--- src/common/ppp_pkg.sv ---
// Purpose: Constants and types for the PROM programming-port host.
// Assumes: One 125 MHz system clock; pins timed in whole cycles.
// Notes: Supply levels are reported as a two-bit level request.
// Operation
// - Host writes only addresses 0000H to EFFFH and always includes EFFFH.
// - Full page latched, 0.1 ms strobe pulse with enables high writes page.
// - After page write, both enables low verifies the stored data.
// - Repeat write and verify on mismatch, at most ten attempts.
// - Chip enable low, output enable high, 0.1 ms strobe writes one byte.
// - After byte write, output enable low drives the programmed byte.
// - Host reads with reset low, read level, address on seventeen pins; a read after a write gets program level in its first cycle.
package ppp_pkg;
  // ==========================================================
  // Address space and data
  localparam int ADDR_W = 17;
  localparam logic [16:0] ADDR_LAST = 17'h0_EFFF;
  localparam logic [7:0] ERASED_BYTE = 8'hFF;
  localparam int PAGE_BYTES = 4;
  // ==========================================================
  // Timing
  localparam int CLK_PERIOD_NS = 8;
  localparam int PULSE_NS = 100000;
  localparam int PULSE_CYC = PULSE_NS / CLK_PERIOD_NS;
  localparam int SETUP_CYC = 4;
  localparam int MAX_TRIES = 10;
  // ==========================================================
  // Supply level request
  localparam logic [1:0] SUP_OFF = 2'h0;
  localparam logic [1:0] SUP_READ = 2'h1;
  localparam logic [1:0] SUP_PROG = 2'h2;
  // Commands
  typedef enum logic [1:0] {
    PPP_CMD_READ = 2'b00,
    PPP_CMD_BYTE = 2'b01,
    PPP_CMD_PAGE = 2'b10
  } ppp_cmd_t;
  // Strobe group driven to the device
  typedef struct packed {
    logic chip_enable_n;
    logic output_enable_n;
    logic program_strobe_n;
  } ppp_strobe_t;
endpackage : ppp_pkg

--- src/hw/ppp_host.sv ---
// Purpose: Programmer that drives the PROM pins: read, byte and page write.
// Assumes: Device is held in programming mode by reset_n_pin low.
// Notes: Page writes take four bytes on req; one request per byte.
`timescale 1ns/10ps
module ppp_host #(
  parameter int PULSE_CYC = ppp_pkg::PULSE_CYC
) (
  input wire logic sys_clk,
  input wire logic resetn,
  input wire logic req_valid,
  input wire ppp_pkg::ppp_cmd_t req_cmd,
  input wire logic [16:0] req_addr,
  input wire logic [7:0] req_data,
  output logic req_ready,
  output logic rsp_valid,
  output logic [7:0] rsp_data,
  output logic rsp_error,
  output logic dev_reset_n,
  output logic [1:0] supply_level,
  output logic [16:0] address_pins,
  output logic [7:0] data_pins_o,
  output logic data_pins_oe,
  input wire logic [7:0] data_pins_i,
  output ppp_pkg::ppp_strobe_t strobes
);
  // ==========================================================
  // State machine
  typedef enum logic [2:0] {
    PPP_IDLE = 3'b000,
    PPP_SETUP = 3'b001,
    PPP_LATCH = 3'b010,
    PPP_PULSE = 3'b011,
    PPP_VSET = 3'b100,
    PPP_VCHK = 3'b101,
    PPP_DONE = 3'b110
  } ppp_state_t;

  ppp_state_t state_r, state_nxt;
  ppp_pkg::ppp_cmd_t cmd_r;
  logic [31:0] cnt_r;
  logic [3:0] tries_r;
  logic [1:0] slot_r;
  logic [16:0] page_base_r;
  logic [31:0] page_data_r;
  logic [7:0] din_s1_r, din_s2_r;
  logic [1:0] vslot_r;

  // Pin data is asynchronous to sys_clk: two stages before use
  always_ff @(posedge sys_clk) begin
    din_s1_r <= data_pins_i;
    din_s2_r <= din_s1_r;
  end

  // ==========================================================
  // Decode
  wire cnt_done = (cnt_r == 32'h0000_0000);
  wire take = req_valid && req_ready;
  // Out of range writes are refused, reads allowed over the full pins
  wire bad_addr = (req_cmd != ppp_pkg::PPP_CMD_READ) &&
                  (req_addr > ppp_pkg::ADDR_LAST);
  wire [7:0] expect_byte = (cmd_r == ppp_pkg::PPP_CMD_PAGE) ?
    page_data_r[{vslot_r, 3'b000} +: 8] : page_data_r[7:0];
  wire match = (din_s2_r == expect_byte);
  wire last_v = (cmd_r != ppp_pkg::PPP_CMD_PAGE) ||
                (vslot_r == 2'h3);

  // Next state
  always_comb begin
    state_nxt = state_r;
    unique case (state_r)
      PPP_IDLE: begin
        if (take && !bad_addr) begin
          state_nxt = (req_cmd == ppp_pkg::PPP_CMD_PAGE) ?
            PPP_LATCH : PPP_SETUP;
        end
      end
      PPP_LATCH: begin
        if (cnt_done) begin
          state_nxt = (slot_r == 2'h3) ? PPP_SETUP : PPP_IDLE;
        end
      end
      PPP_SETUP: begin
        if (cnt_done) begin
          // Reads also settle through the pin synchroniser first
          state_nxt = (cmd_r == ppp_pkg::PPP_CMD_READ) ?
            PPP_VSET : PPP_PULSE;
        end
      end
      PPP_PULSE: if (cnt_done) state_nxt = PPP_VSET;
      PPP_VSET: if (cnt_done) state_nxt = PPP_VCHK;
      PPP_VCHK: begin
        if (cmd_r == ppp_pkg::PPP_CMD_READ) begin
          state_nxt = PPP_DONE;
        end else if (!match && tries_r < 4'(ppp_pkg::MAX_TRIES)) begin
          state_nxt = PPP_SETUP;
        end else if (!match || last_v) begin
          state_nxt = PPP_DONE;
        end else begin
          state_nxt = PPP_VSET;
        end
      end
      PPP_DONE: state_nxt = PPP_IDLE;
      default: state_nxt = PPP_IDLE;
    endcase
  end

  // ==========================================================
  // Sequencer registers
  always_ff @(posedge sys_clk) begin
    if (!resetn) begin
      state_r <= PPP_IDLE;
      cmd_r <= ppp_pkg::PPP_CMD_READ;
      cnt_r <= 32'h0000_0000;
      tries_r <= 4'h0;
      slot_r <= 2'h0;
      vslot_r <= 2'h0;
      page_base_r <= 17'h0_0000;
      page_data_r <= 32'h0000_0000;
    end else begin
      state_r <= state_nxt;
      if (cnt_r != 32'h0000_0000) cnt_r <= cnt_r - 32'h0000_0001;
      if (state_r == PPP_IDLE && take && !bad_addr) begin
        cmd_r <= req_cmd;
        cnt_r <= 32'(ppp_pkg::SETUP_CYC);
        tries_r <= 4'h0;
        vslot_r <= 2'h0;
        slot_r <= req_addr[1:0];
        page_base_r <= {req_addr[16:2], 2'b00};
        if (req_cmd == ppp_pkg::PPP_CMD_PAGE) begin
          page_data_r[{req_addr[1:0], 3'b000} +: 8] <= req_data;
        end else begin
          page_data_r <= {24'h00_0000, req_data};
          page_base_r <= req_addr;
        end
      end
      if (state_nxt == PPP_PULSE && state_r != PPP_PULSE) begin
        cnt_r <= 32'(PULSE_CYC - 1);
        tries_r <= tries_r + 4'h1;
      end
      if (state_nxt == PPP_VSET && state_r != PPP_VSET) begin
        cnt_r <= 32'(ppp_pkg::SETUP_CYC);
      end
      if (state_r == PPP_VCHK && state_nxt == PPP_VSET) begin
        vslot_r <= vslot_r + 2'h1;
      end
      if (state_r == PPP_VCHK && state_nxt == PPP_SETUP) begin
        vslot_r <= 2'h0;
        cnt_r <= 32'(ppp_pkg::SETUP_CYC);
      end
    end
  end

  // ==========================================================
  // Pin drive: all outputs registered
  wire prog_lvl = (cmd_r != ppp_pkg::PPP_CMD_READ);
  wire in_pulse = (state_nxt == PPP_PULSE);
  wire in_latch = (state_nxt == PPP_LATCH);
  wire in_verify = (state_nxt == PPP_VSET) || (state_nxt == PPP_VCHK);
  wire is_page = (cmd_r == ppp_pkg::PPP_CMD_PAGE) ||
                 (state_r == PPP_IDLE && req_cmd == ppp_pkg::PPP_CMD_PAGE);
  wire [16:0] pin_addr =
    (state_r == PPP_IDLE) ? req_addr :
    (is_page && in_verify) ? (page_base_r | {15'h0000, vslot_r}) :
    (is_page && !in_latch) ? page_base_r : address_pins;
  // Page strobes use chip enable high; byte and read use chip enable low
  wire ce_n_nxt = is_page ? !in_verify
                          : !(in_verify || in_pulse ||
                              state_nxt == PPP_SETUP);
  wire oe_n_nxt = !(in_latch || in_verify);
  wire pgm_n_nxt = !in_pulse;
  // Page pulse leaves the data pins floating; page latch drives them
  wire drive_nxt = in_latch || (in_pulse && !is_page);

  always_ff @(posedge sys_clk) begin
    if (!resetn) begin
      dev_reset_n <= 1'b0;
      supply_level <= ppp_pkg::SUP_OFF;
      address_pins <= 17'h0_0000;
      data_pins_o <= 8'h00;
      data_pins_oe <= 1'b0;
      strobes <= '{1'b1, 1'b1, 1'b1};
      req_ready <= 1'b0;
      rsp_valid <= 1'b0;
      rsp_data <= ppp_pkg::ERASED_BYTE;
      rsp_error <= 1'b0;
    end else begin
      dev_reset_n <= 1'b0;
      supply_level <= (state_nxt == PPP_IDLE) ? ppp_pkg::SUP_OFF :
        prog_lvl || (state_r == PPP_IDLE && req_cmd !=
          ppp_pkg::PPP_CMD_READ) ? ppp_pkg::SUP_PROG :
        ppp_pkg::SUP_READ;
      address_pins <= pin_addr;
      data_pins_o <= in_latch && state_r == PPP_IDLE ? req_data :
        in_pulse && !is_page ? page_data_r[7:0] : data_pins_o;
      data_pins_oe <= drive_nxt;
      strobes <= '{ce_n_nxt, oe_n_nxt, pgm_n_nxt};
      req_ready <= (state_nxt == PPP_IDLE);
      rsp_valid <= (state_r == PPP_DONE) ||
        (state_r == PPP_IDLE && take && bad_addr) ||
        (state_r == PPP_LATCH && state_nxt == PPP_IDLE);
      if (state_r == PPP_VCHK) begin
        rsp_data <= din_s2_r;
        rsp_error <= (cmd_r != ppp_pkg::PPP_CMD_READ) && !match;
      end else if (state_r == PPP_IDLE && take) begin
        rsp_error <= bad_addr;
      end
    end
  end

  // ==========================================================
  // Checks
  a_pulse_enables: assert property (
    @(posedge sys_clk) disable iff (!resetn)
    !strobes.program_strobe_n |-> strobes.output_enable_n)
    else $error("Program strobe low while output enabled");
  // Host drives only while the device cannot be reading out
  a_no_contention: assert property (
    @(posedge sys_clk) disable iff (!resetn)
    data_pins_oe |-> strobes.output_enable_n || strobes.chip_enable_n)
    else $error("Host drives data during device output");
  a_tries_bound: assert property (
    @(posedge sys_clk) disable iff (!resetn)
    tries_r <= 4'(ppp_pkg::MAX_TRIES))
    else $error("Too many program attempts");
  a_write_range: assert property (
    @(posedge sys_clk) disable iff (!resetn)
    !strobes.program_strobe_n |-> address_pins <= ppp_pkg::ADDR_LAST)
    else $error("Write outside program space");
  a_reset_low: assert property (
    @(posedge sys_clk) disable iff (!resetn)
    supply_level != ppp_pkg::SUP_OFF |-> !dev_reset_n)
    else $error("Supply applied with device reset released");
  a_pulse_level: assert property (
    @(posedge sys_clk) disable iff (!resetn)
    !strobes.program_strobe_n |-> supply_level == ppp_pkg::SUP_PROG)
    else $error("Program strobe low without program supply");
endmodule : ppp_host

--- config.mk ---
export PLATFORM = sky130hd
export DESIGN_NAME = ppp_host
export DESIGN_NICKNAME = d
export VERILOG_FILES = /design/src/common/ppp_pkg.sv /design/src/hw/ppp_host.sv
export SDC_FILE = /design/constraint.sdc
export NUM_CORES = 1
export LEC_CHECK = 0
export BUFFER_PORTS_ARGS = -buffer_cell sky130_fd_sc_hd__buf_2
export CAP_MARGIN = 30
export CORE_UTILIZATION = 50
export DETAILED_ROUTE_END_ITERATION = 12
export PLACE_DENSITY = 0.7
export SLEW_MARGIN = 20
export SYNTH_ARGS = -nofsm -noshare
export SYNTH_HDL_FRONTEND = slang
export SYNTH_SLANG_ARGS = --single-unit
--- constraint.sdc ---
create_clock -name sys_clk -period 3.9 [get_ports sys_clk]
set_clock_uncertainty 0.2 [all_clocks]
set_input_delay 0.39 -clock sys_clk [delete_from_list [all_inputs] [get_ports sys_clk]]
set_output_delay 0.39 -clock sys_clk [all_outputs]
set_load 0.02 [all_outputs]
Yosys cells after proc, flatten, opt, wreduce, memory -nomap -nowiden

Index checks and enable logic that the tools add are counted.

Logic and storage cells: 143
Input bits: 38
Register bits: 152

Equality and inequality tests: 19
Shift operators: 3
Mux-type cells: 34
Add/sub/neg operators: 4
Reduce and logical (&&, ||, !) cells: 56
Order comparisons: 2
Bitwise logic cells: 2

Operator list:

| kind                     | number |
|---|---|
| $mux W17                 | 3 |
| $mux W14                 | 3 |
| $bwmux W32               | 1 |
| $logic_not A32 Y1        | 1 |
| $mux W32                 | 1 |
| $reduce_bool A32 Y1      | 1 |
| $shift A8 B7 Y32 const A | 1 |
| $shiftx A32 B6 Y8        | 1 |
| $shiftx A8 B7 Y32        | 1 |
| $sub A32 B1 Y32 const B  | 1 |
| $mux W3                  | 10 |
| $mux W8                  | 3 |
| $logic_and A1 B1 Y1      | 19 |
| $pmux W3 S6              | 1 |
| $gt A17 B16 Y1 const B   | 1 |
| $or A17 B2 Y17           | 1 |
| $eq A3 B3 Y1 const B     | 5 |
| $eq A3 B2 Y1 const B     | 4 |
| $mux W2                  | 6 |
| $reduce_bool A2 Y1       | 6 |
| $logic_or A1 B1 Y1       | 11 |
| $eq A2 B2 Y1 const B     | 4 |
| $eq A8 B8 Y1             | 1 |
| $logic_not A1 Y1         | 8 |
| other kinds (18)         | 26 |

Longest topological paths before layout

Gate-level depths: netlist of the first run.

Depth after elaboration: 15
Mapped depth: 13
Depth with buffers taken out: 10

Worst setup path after synthesis of the first run

Ideal clock, no wire load.

Path kind: register -> register
From: reg cnt_r[8]
To: reg data_pins_o[0]
Arrival: 3,178 ps
Library setup time: 128 ps
Stages on the path, launching flop included: 11
Setup slack: 394 ps
Path through: dfxtp_1 or4_4 or4_4 or4_4 buf_6 or3_4 o211a_1 nor3b_2 buf_6 mux2i_1 a21oi_1

Cells in the longest elaborated chain, start to end: 6

Ends and longest elaborated chain:

| item                                          | RTL line                         | source |
|---|---|---|
| start, declared                               | ppp_host.sv:40                   | `logic [31:0] cnt_r;` |
| start signal, assigned                        | ppp_host.sv:121                  | `if (cnt_r != 32'h0000_0000) cnt_r <= cnt_r - 32'h0000_0001;` |
| start signal, assigned                        | ppp_host.sv:124                  | `cnt_r <= 32'(ppp_pkg::SETUP_CYC);` |
| start signal, assigned                        | ppp_host.sv:137                  | `cnt_r <= 32'(PULSE_CYC - 1);` |
| $logic_not A32 Y1 (*)                         | ppp_host.sv:56                   | `wire cnt_done = (cnt_r == 32'h0000_0000);` |
| $mux W3 (on tied branches)                    | n/a                              |  |
| $pmux W3 S6 (*)                               | ppp_host.sv:70                   | `unique case (state_r)` |
| $eq A3 B2 Y1 (on tied branches)               | ppp_host.sv:157, ppp_host.sv:156 |  |
| $logic_and A1 B1 Y1 (on tied branches)        | ppp_host.sv:193, ppp_host.sv:194 |  |
| $mux W8 or $reduce_bool A2 Y1 (tied branches) | n/a                              |  |
| end signal, assigned                          | ppp_host.sv:193                  | `data_pins_o <= in_latch && state_r == PPP_IDLE ? req_data :` |
| end, declared                                 | ppp_host.sv:21                   | `output logic [7:0] data_pins_o,` |

Mark *: on every way between the ends. The rest lies on a longest branch, timed or not.
A chain may end at the register's enable or synchronous reset.

Worst setup path after layout of the first run

From: reg cnt_r[8]
To: reg data_pins_o[3]

Same word-level chain as after synthesis.

==> impl_metrics.yaml, run 1 <==
clock_tree:
  cts_made_buffers: 17
  clk_pin_slew_worst_paths_ps: 60
  root_buffer: "clkbuf_16"
  post_cts_buffers: 0
  cts_tree: "yes"
  h-tree-depth: 4
  clk_latency_ps: 420
  cts.path.max_buffers: 2
  clock_sinks: 152
layout:
  fin_nets: 919
  antenna_cells: 0
  syn2layout_area_growth_pct: 18.6
  drive_gt1_frac: 0.161
route:
  wl_um: 16500
  antenna_left: 0
  vias: 6004
  drc: 0
  wl_per_cell_um: 15.7
  drt-pass1-iter-count: 5
  vias_per_cell: 5.70
  dr.first_iter.drc_count: 489
placement:
  gp_congestion: 0.877
  dp_slack_ps: 260
  port_buffers: 79
  dp_hpwl_um: 11300
timing:
  max_freq_mhz: 273
  max_slew_margin: 0.400
  worst_pin_slew_ps: 899
  worst_slack_ps: 239
  finalCriticalPeriod_ps: 3660
  finalMaxSlewViolations: 0
  setup_tns_ps: 0
  setup-violations-final: 0
  grt_setup_unrepaired: "no"
  fin_crit_sh: 0.939
  hold_viol: 0
outcome:
  status: "finished clean"
synth:
  synth_top_cell_area_share: 0.463
  yosysWarningCount: 0
  synth_area_leader_cell: "dfxtp_1"
  synth_flop_cell: "dfxtp_1"
  synth-seq-cells: 152
  async_flop_share: 0
  synth_area_leaders: "dfxtp_1, nand2_1, a21oi_1, nor2_1, nand3_1"
  synth_cells: 798
  yosysSeqAreaShare: 0.463
  synth_edf_count: 0
  synth_area_sq_um: 6580
  yosysUniqueCellTypes: 63
  syn_nets: 845
  syn_avg_cell_area_sq_um: 8.24
setup_path:
  crit_required_ps: 4000
  critPathMaxFanout: 9
  r2r_cells: 9
  crit_path_start_kind: "flip-flop"
  crit_path_end_kind: "flip-flop"
  path_class: "reg -> reg"
  crit_arrival_ps: 3760
power:
  swShare: 0.300
  seqPwrFrac: 0.390
  clkPwrFrac: 0.363
  p_leak_uw: 0.00305
  comb_power_share: 0.247
  power.internal_uw: 3270
  powerDensity_nw_per_um2: 600
  p_switching_uw: 1400
  ir_drop_mv: 0.299
grt:
  antenna_found_initial: 0
  grt_pass1_vias: 5702
  grt.total_usage: 0.252
  grt.overflow.total: 0
  grt_max_degree: 42
  grt_pass1_wl_um: 26700
min_path:
  hp-class: "in -> reg"
  hold_depth: 3
die:
  fp-row-count: 41
  coreArea_sq_um: 12700
  die_y_um: 117
  num_io_pins: 81
  die_width_um: 117
  die-area_sq_um: 13600
  initial_core_util: 0.517
flow_run:
  maxCapViolCount: 0
==> cell usage after synthesis (9+ instances only) <==
cell type and n:
ha_1 9, clkbuf_1 31, nor2_1 70, nor4_1 9
a311oi_1 16, o22ai_1 9, o21ai_0 22, dfxtp_1 152
xnor2_1 22, a21oi_1 74, nand3_1 44, inv_1 13
mux2i_1 12, nand2_1 139, a22oi_1 10, nor2b_1 11
nor3_1 37
==> layer usage <==
layer	GRT usage	vias up	wire length [um]
met4	0.132	0	626
met3	0.0488	48	802
met2	0.431	189	8040
li1	-	2954	-
met1	0.299	2813	7070
met5	0	-	0
==> flip-flops by register name, summed over array words and instances (netlist names) <==
name	cells
address_pins	17
cmd_r	2
cnt_r	32
data_pins_o	8
data_pins_oe	1
din_s1_r	8
din_s2_r	8
page_base_r	17
page_data_r	32
req_ready	1
rsp_data	8
rsp_error	1
rsp_valid	1
slot_r	2
state_r	3
strobes	3
supply_level	2
tries_r	4
vslot_r	2
==> worst max-delay path, cell delays in order (launching register included) <==
cell and delay [ps]:
dfxtp_1 350, or4_4 580, or4_4 520, or4_4 610, or3_4 390, o211a_1 170
nor3b_2 180, buf_4 220, mux2i_1 220, a21oi_1 90
==> final timing paths <==
path | end | startpoint | slack (ps)
worst min-delay path | page_base_r[5] | req_addr[5] | 20
worst max register to register | data_pins_o[3] | cnt_r[8] | 240
worst min register to register | din_s2_r[0] | din_s1_r[0] | 120
worst max-delay path | data_pins_o[3] | cnt_r[8] | 240
==> through the flow <==
step	instance area, sq um	utilization	total power (uW)	hold slack (ps)	instances
4_1_cts	7800	0.613	4710	6.08	1053
5_1_grt	7800	0.613	4930	21.8	1053
6_report	7800	0.613	4680	23.5	1053
3_3_place_gp	7110	0.559	2960	113	1017
3_5_place_dp	7110	0.559	2990	112	1017
2_1_floorplan	6580	-	2950	110	798
==> layout by cell type, fill, tap and decap left out, drive strengths merged, types with 16 or more instances in the layout <==
| cell type | count |
|---|---|
| a21oi | 74 |
| clkbuf | 20 |
| o21ai | 30 |
| buf | 93 |
| xnor2 | 22 |
| nor2 | 70 |
| nand2 | 139 |
| a311oi | 16 |
| nor3 | 37 |
| nand3 | 44 |
| dfxtp | 152 |
==> power groups by stage <==
stage	Clock (uW)	Combinational, uW	Sequential [uW]
after floorplan	0	993	1960
after global routing	1800	1290	1840
final	1700	1150	1820
after CTS	1730	1150	1820
after detailed placement	0	1140	1850
after global placement	0	1110	1850
==> area by class of cell <==
cell class | instances | area, sq um
Clock buffer | 20 | 457
Clock inverter | 8 | 149
Fill cell | 1156 | 4930
Inverter | 14 | 52.6
Multi-Input combinational cell | 586 | 3290
Sequential cell | 152 | 3040
Tap cell | 172 | 215
Timing Repair Buffer | 101 | 593
==> cell families after synthesis <==
kind of cell | after synthesis | synth area share
adders and majority gates | 9 | 0.0171
and+or+nand+nor | 356 | 0.253
muxes | 15 | 0.0234
xor gates and xnor gates | 29 | 0.0386
AOI/OAI and AO/OA | 176 | 0.165
DFF | 152 | 0.463
buffers and inverters | 60 | 0.0398
other | 1 | 0.000570
==> what timing repair did <==
action | CTS | global route
endpoints found under the setup margin | 0 | 0
hold endpoints to repair | 8 | 0
resized for setup | 0 | 0
hold buffers | 8 | 0
Power figures use the tool's default switching activity.
==> run 2: changes to the inputs <==
--- a/config.mk
+++ b/config.mk
@@ -10,6 +10,7 @@
 export CORE_UTILIZATION = 50
 export DETAILED_ROUTE_END_ITERATION = 12
 export PLACE_DENSITY = 0.7
+export RECOVER_POWER = 25
 export SLEW_MARGIN = 20
 export SYNTH_ARGS = -nofsm -noshare
 export SYNTH_HDL_FRONTEND = slang
==> impl_metrics.yaml, run 2 (synthesis results as in run 1) <==
route:
  vias_per_cell: 5.74
  drt-pass1-iter-count: 7
  vias: 6039
  antenna_left: 0
  drc: 0
  wl_um: 16600
  dr.first_iter.drc_count: 507
  wl_per_cell_um: 15.7
min_path:
  hold_depth: 3
  min_from: "req_addr[5]"
  hp-class: "in -> reg"
  min_to: "page_base_r[5]"
timing:
  holdWs_ps: 19.5
  fin_crit_sh: 0.939
  max_slew_margin: 0.398
  finalMaxSlewViolations: 0
  worst_pin_slew_ps: 902
  setup_tns_ps: 0
  max_freq_mhz: 273
  grt_setup_unrepaired: "no"
  finalCriticalPeriod_ps: 3660
  setup-violations-final: 0
  hold_viol: 0
flow_run:
  maxCapViolCount: 0
clock_tree:
  cts.path.max_buffers: 2
  h-tree-depth: 4
  root_buffer: "clkbuf_16"
  clock_sinks: 152
  cts_tree: "yes"
  clk_latency_ps: 420
  cts_made_buffers: 17
  clk_pin_slew_worst_paths_ps: 60
placement:
  port_buffers: 79
  dp_hpwl_um: 11300
  post_dp_cell_area_sq_um: 7110
  gp_congestion: 0.877
grt:
  grt_use_met1: 0.299
  grt_pass1_vias: 5702
  met3_usage: 0.0488
  grt.busiest_layer: "met2"
  grt_max_degree: 42
  grt.total_usage: 0.252
  antenna_found_initial: 0
  gr-usage-met2: 0.431
  grt_pass1_wl_um: 26700
  grt.overflow.total: 0
power:
  p_leak_uw: 0.00295
  powerDensity_nw_per_um2: 602
  ir_drop_mv: 0.300
setup_path:
  r2r_slack_ps: 240
  worstReg2RegEnd: "data_pins_o[3]"
  critPathMaxFanout: 9
  slowest_delay_ps: 610
  path_class: "reg -> reg"
  crit_path_start_kind: "flip-flop"
  worst-path-buf-inv: 1
  crit_required_ps: 4000
  r2r_start: "cnt_r[8]"
  path_depth: 9
  crit_slowest_cell: "or4_4"
  crit_arrival_ps: 3760
  crit_path_end_kind: "flip-flop"
  cpMostUsedCell: "or4_4"
  crit_family: "simple AND/OR/NAND/NOR gates"
  r2r_cells: 9
  path_cells: "or4_4 -> or4_4 -> or4_4 -> or3_4 -> o211a_1 -> nor3b_2 -> buf_4 -> mux2i_1 -> a21oi_1"
outcome:
  status: "finished clean"
layout:
  final_common_cell: "dfxtp_1"
  drive_gt1_frac: 0.125
  reg_top3: "cnt_r x32, page_data_r x32"
  antenna_cells: 0
  finalInstanceArea_sq_um: 7760
  layout_common_cells: "dfxtp_1, nand2_1, a21oi_1, nor2_1, buf_2"
  syn2layout_area_growth_pct: 17.9
  fin_nets: 919
  fin_util: 0.610
  nFillCells: 1174
die:
  coreArea_sq_um: 12700
  fp-row-count: 41
  die_y_um: 117
  die_width_um: 117
  num_io_pins: 81
  die-area_sq_um: 13600
  initial_core_util: 0.517
==> run 2: stage by stage <==
step | setup slack (ps) | power [uW] | instances
floorplan | 394 | 2950 | 798
global placement | 336 | 2960 | 1017
detailed placement | 260 | 2990 | 1017
CTS | 241 | 4710 | 1053
global route | 106 | 4920 | 1053
finish | 238 | 4670 | 1053
==> run 2: worst reg2reg max path: cells and delay by family (launching register included) <==
family | cells | cell delay (ps)
mux | 1 | 230
flops | 1 | 350
buf+inv | 1 | 220
compound gates | 2 | 260
simple gates | 5 | 2300
==> run 2: cell type report <==
cell class	count	area, sq um	share of cell area
clock inverters	8	149	0.0192
clock buffers	20	457	0.0589
multi-input cells	586	3290	0.424
repair buffers	101	553	0.0713
inverters	14	52.6	0.00678
flip-flops and latches	152	3040	0.392
well taps	172	215	0.0277
==> run 2: routing by layer <==
metal  up-vias  part of all wire
met4         0             0.035
met5         -                 0
met3        43             0.048
met1      2848              0.43
met2       189              0.49
li1       2959                 -
==> run 2: report_power, final <==
part	leakage [uW]	switching, uW	internal [uW]
sequential	0.00124	113	1710
combinational	0.00142	687	460
clock	0.000290	610	1090
==> run 2: timing repair <==
item                                    4_1_cts  5_1_grt
hold buffers                                  8        0
endpoints found under the setup margin        0        0
setup buffers                                 0        0
endpoints found under the hold margin         8        0
resized for setup                             0        0
==> run 2: worst max path at each step <==
| stage | slack, ps | from | end |
|---|---|---|---|
| 2_1_floorplan | 390 | cnt_r[8] | data_pins_o[0] |
| 3_3_place_gp | 340 | cnt_r[8] | data_pins_o[2] |
| 3_5_place_dp | 260 | cnt_r[8] | data_pins_o[3] |
| 4_1_cts | 240 | cnt_r[8] | data_pins_o[3] |
| 5_1_grt | 110 | cnt_r[8] | data_pins_o[1] |
| 6_report | 240 | cnt_r[8] | data_pins_o[3] |
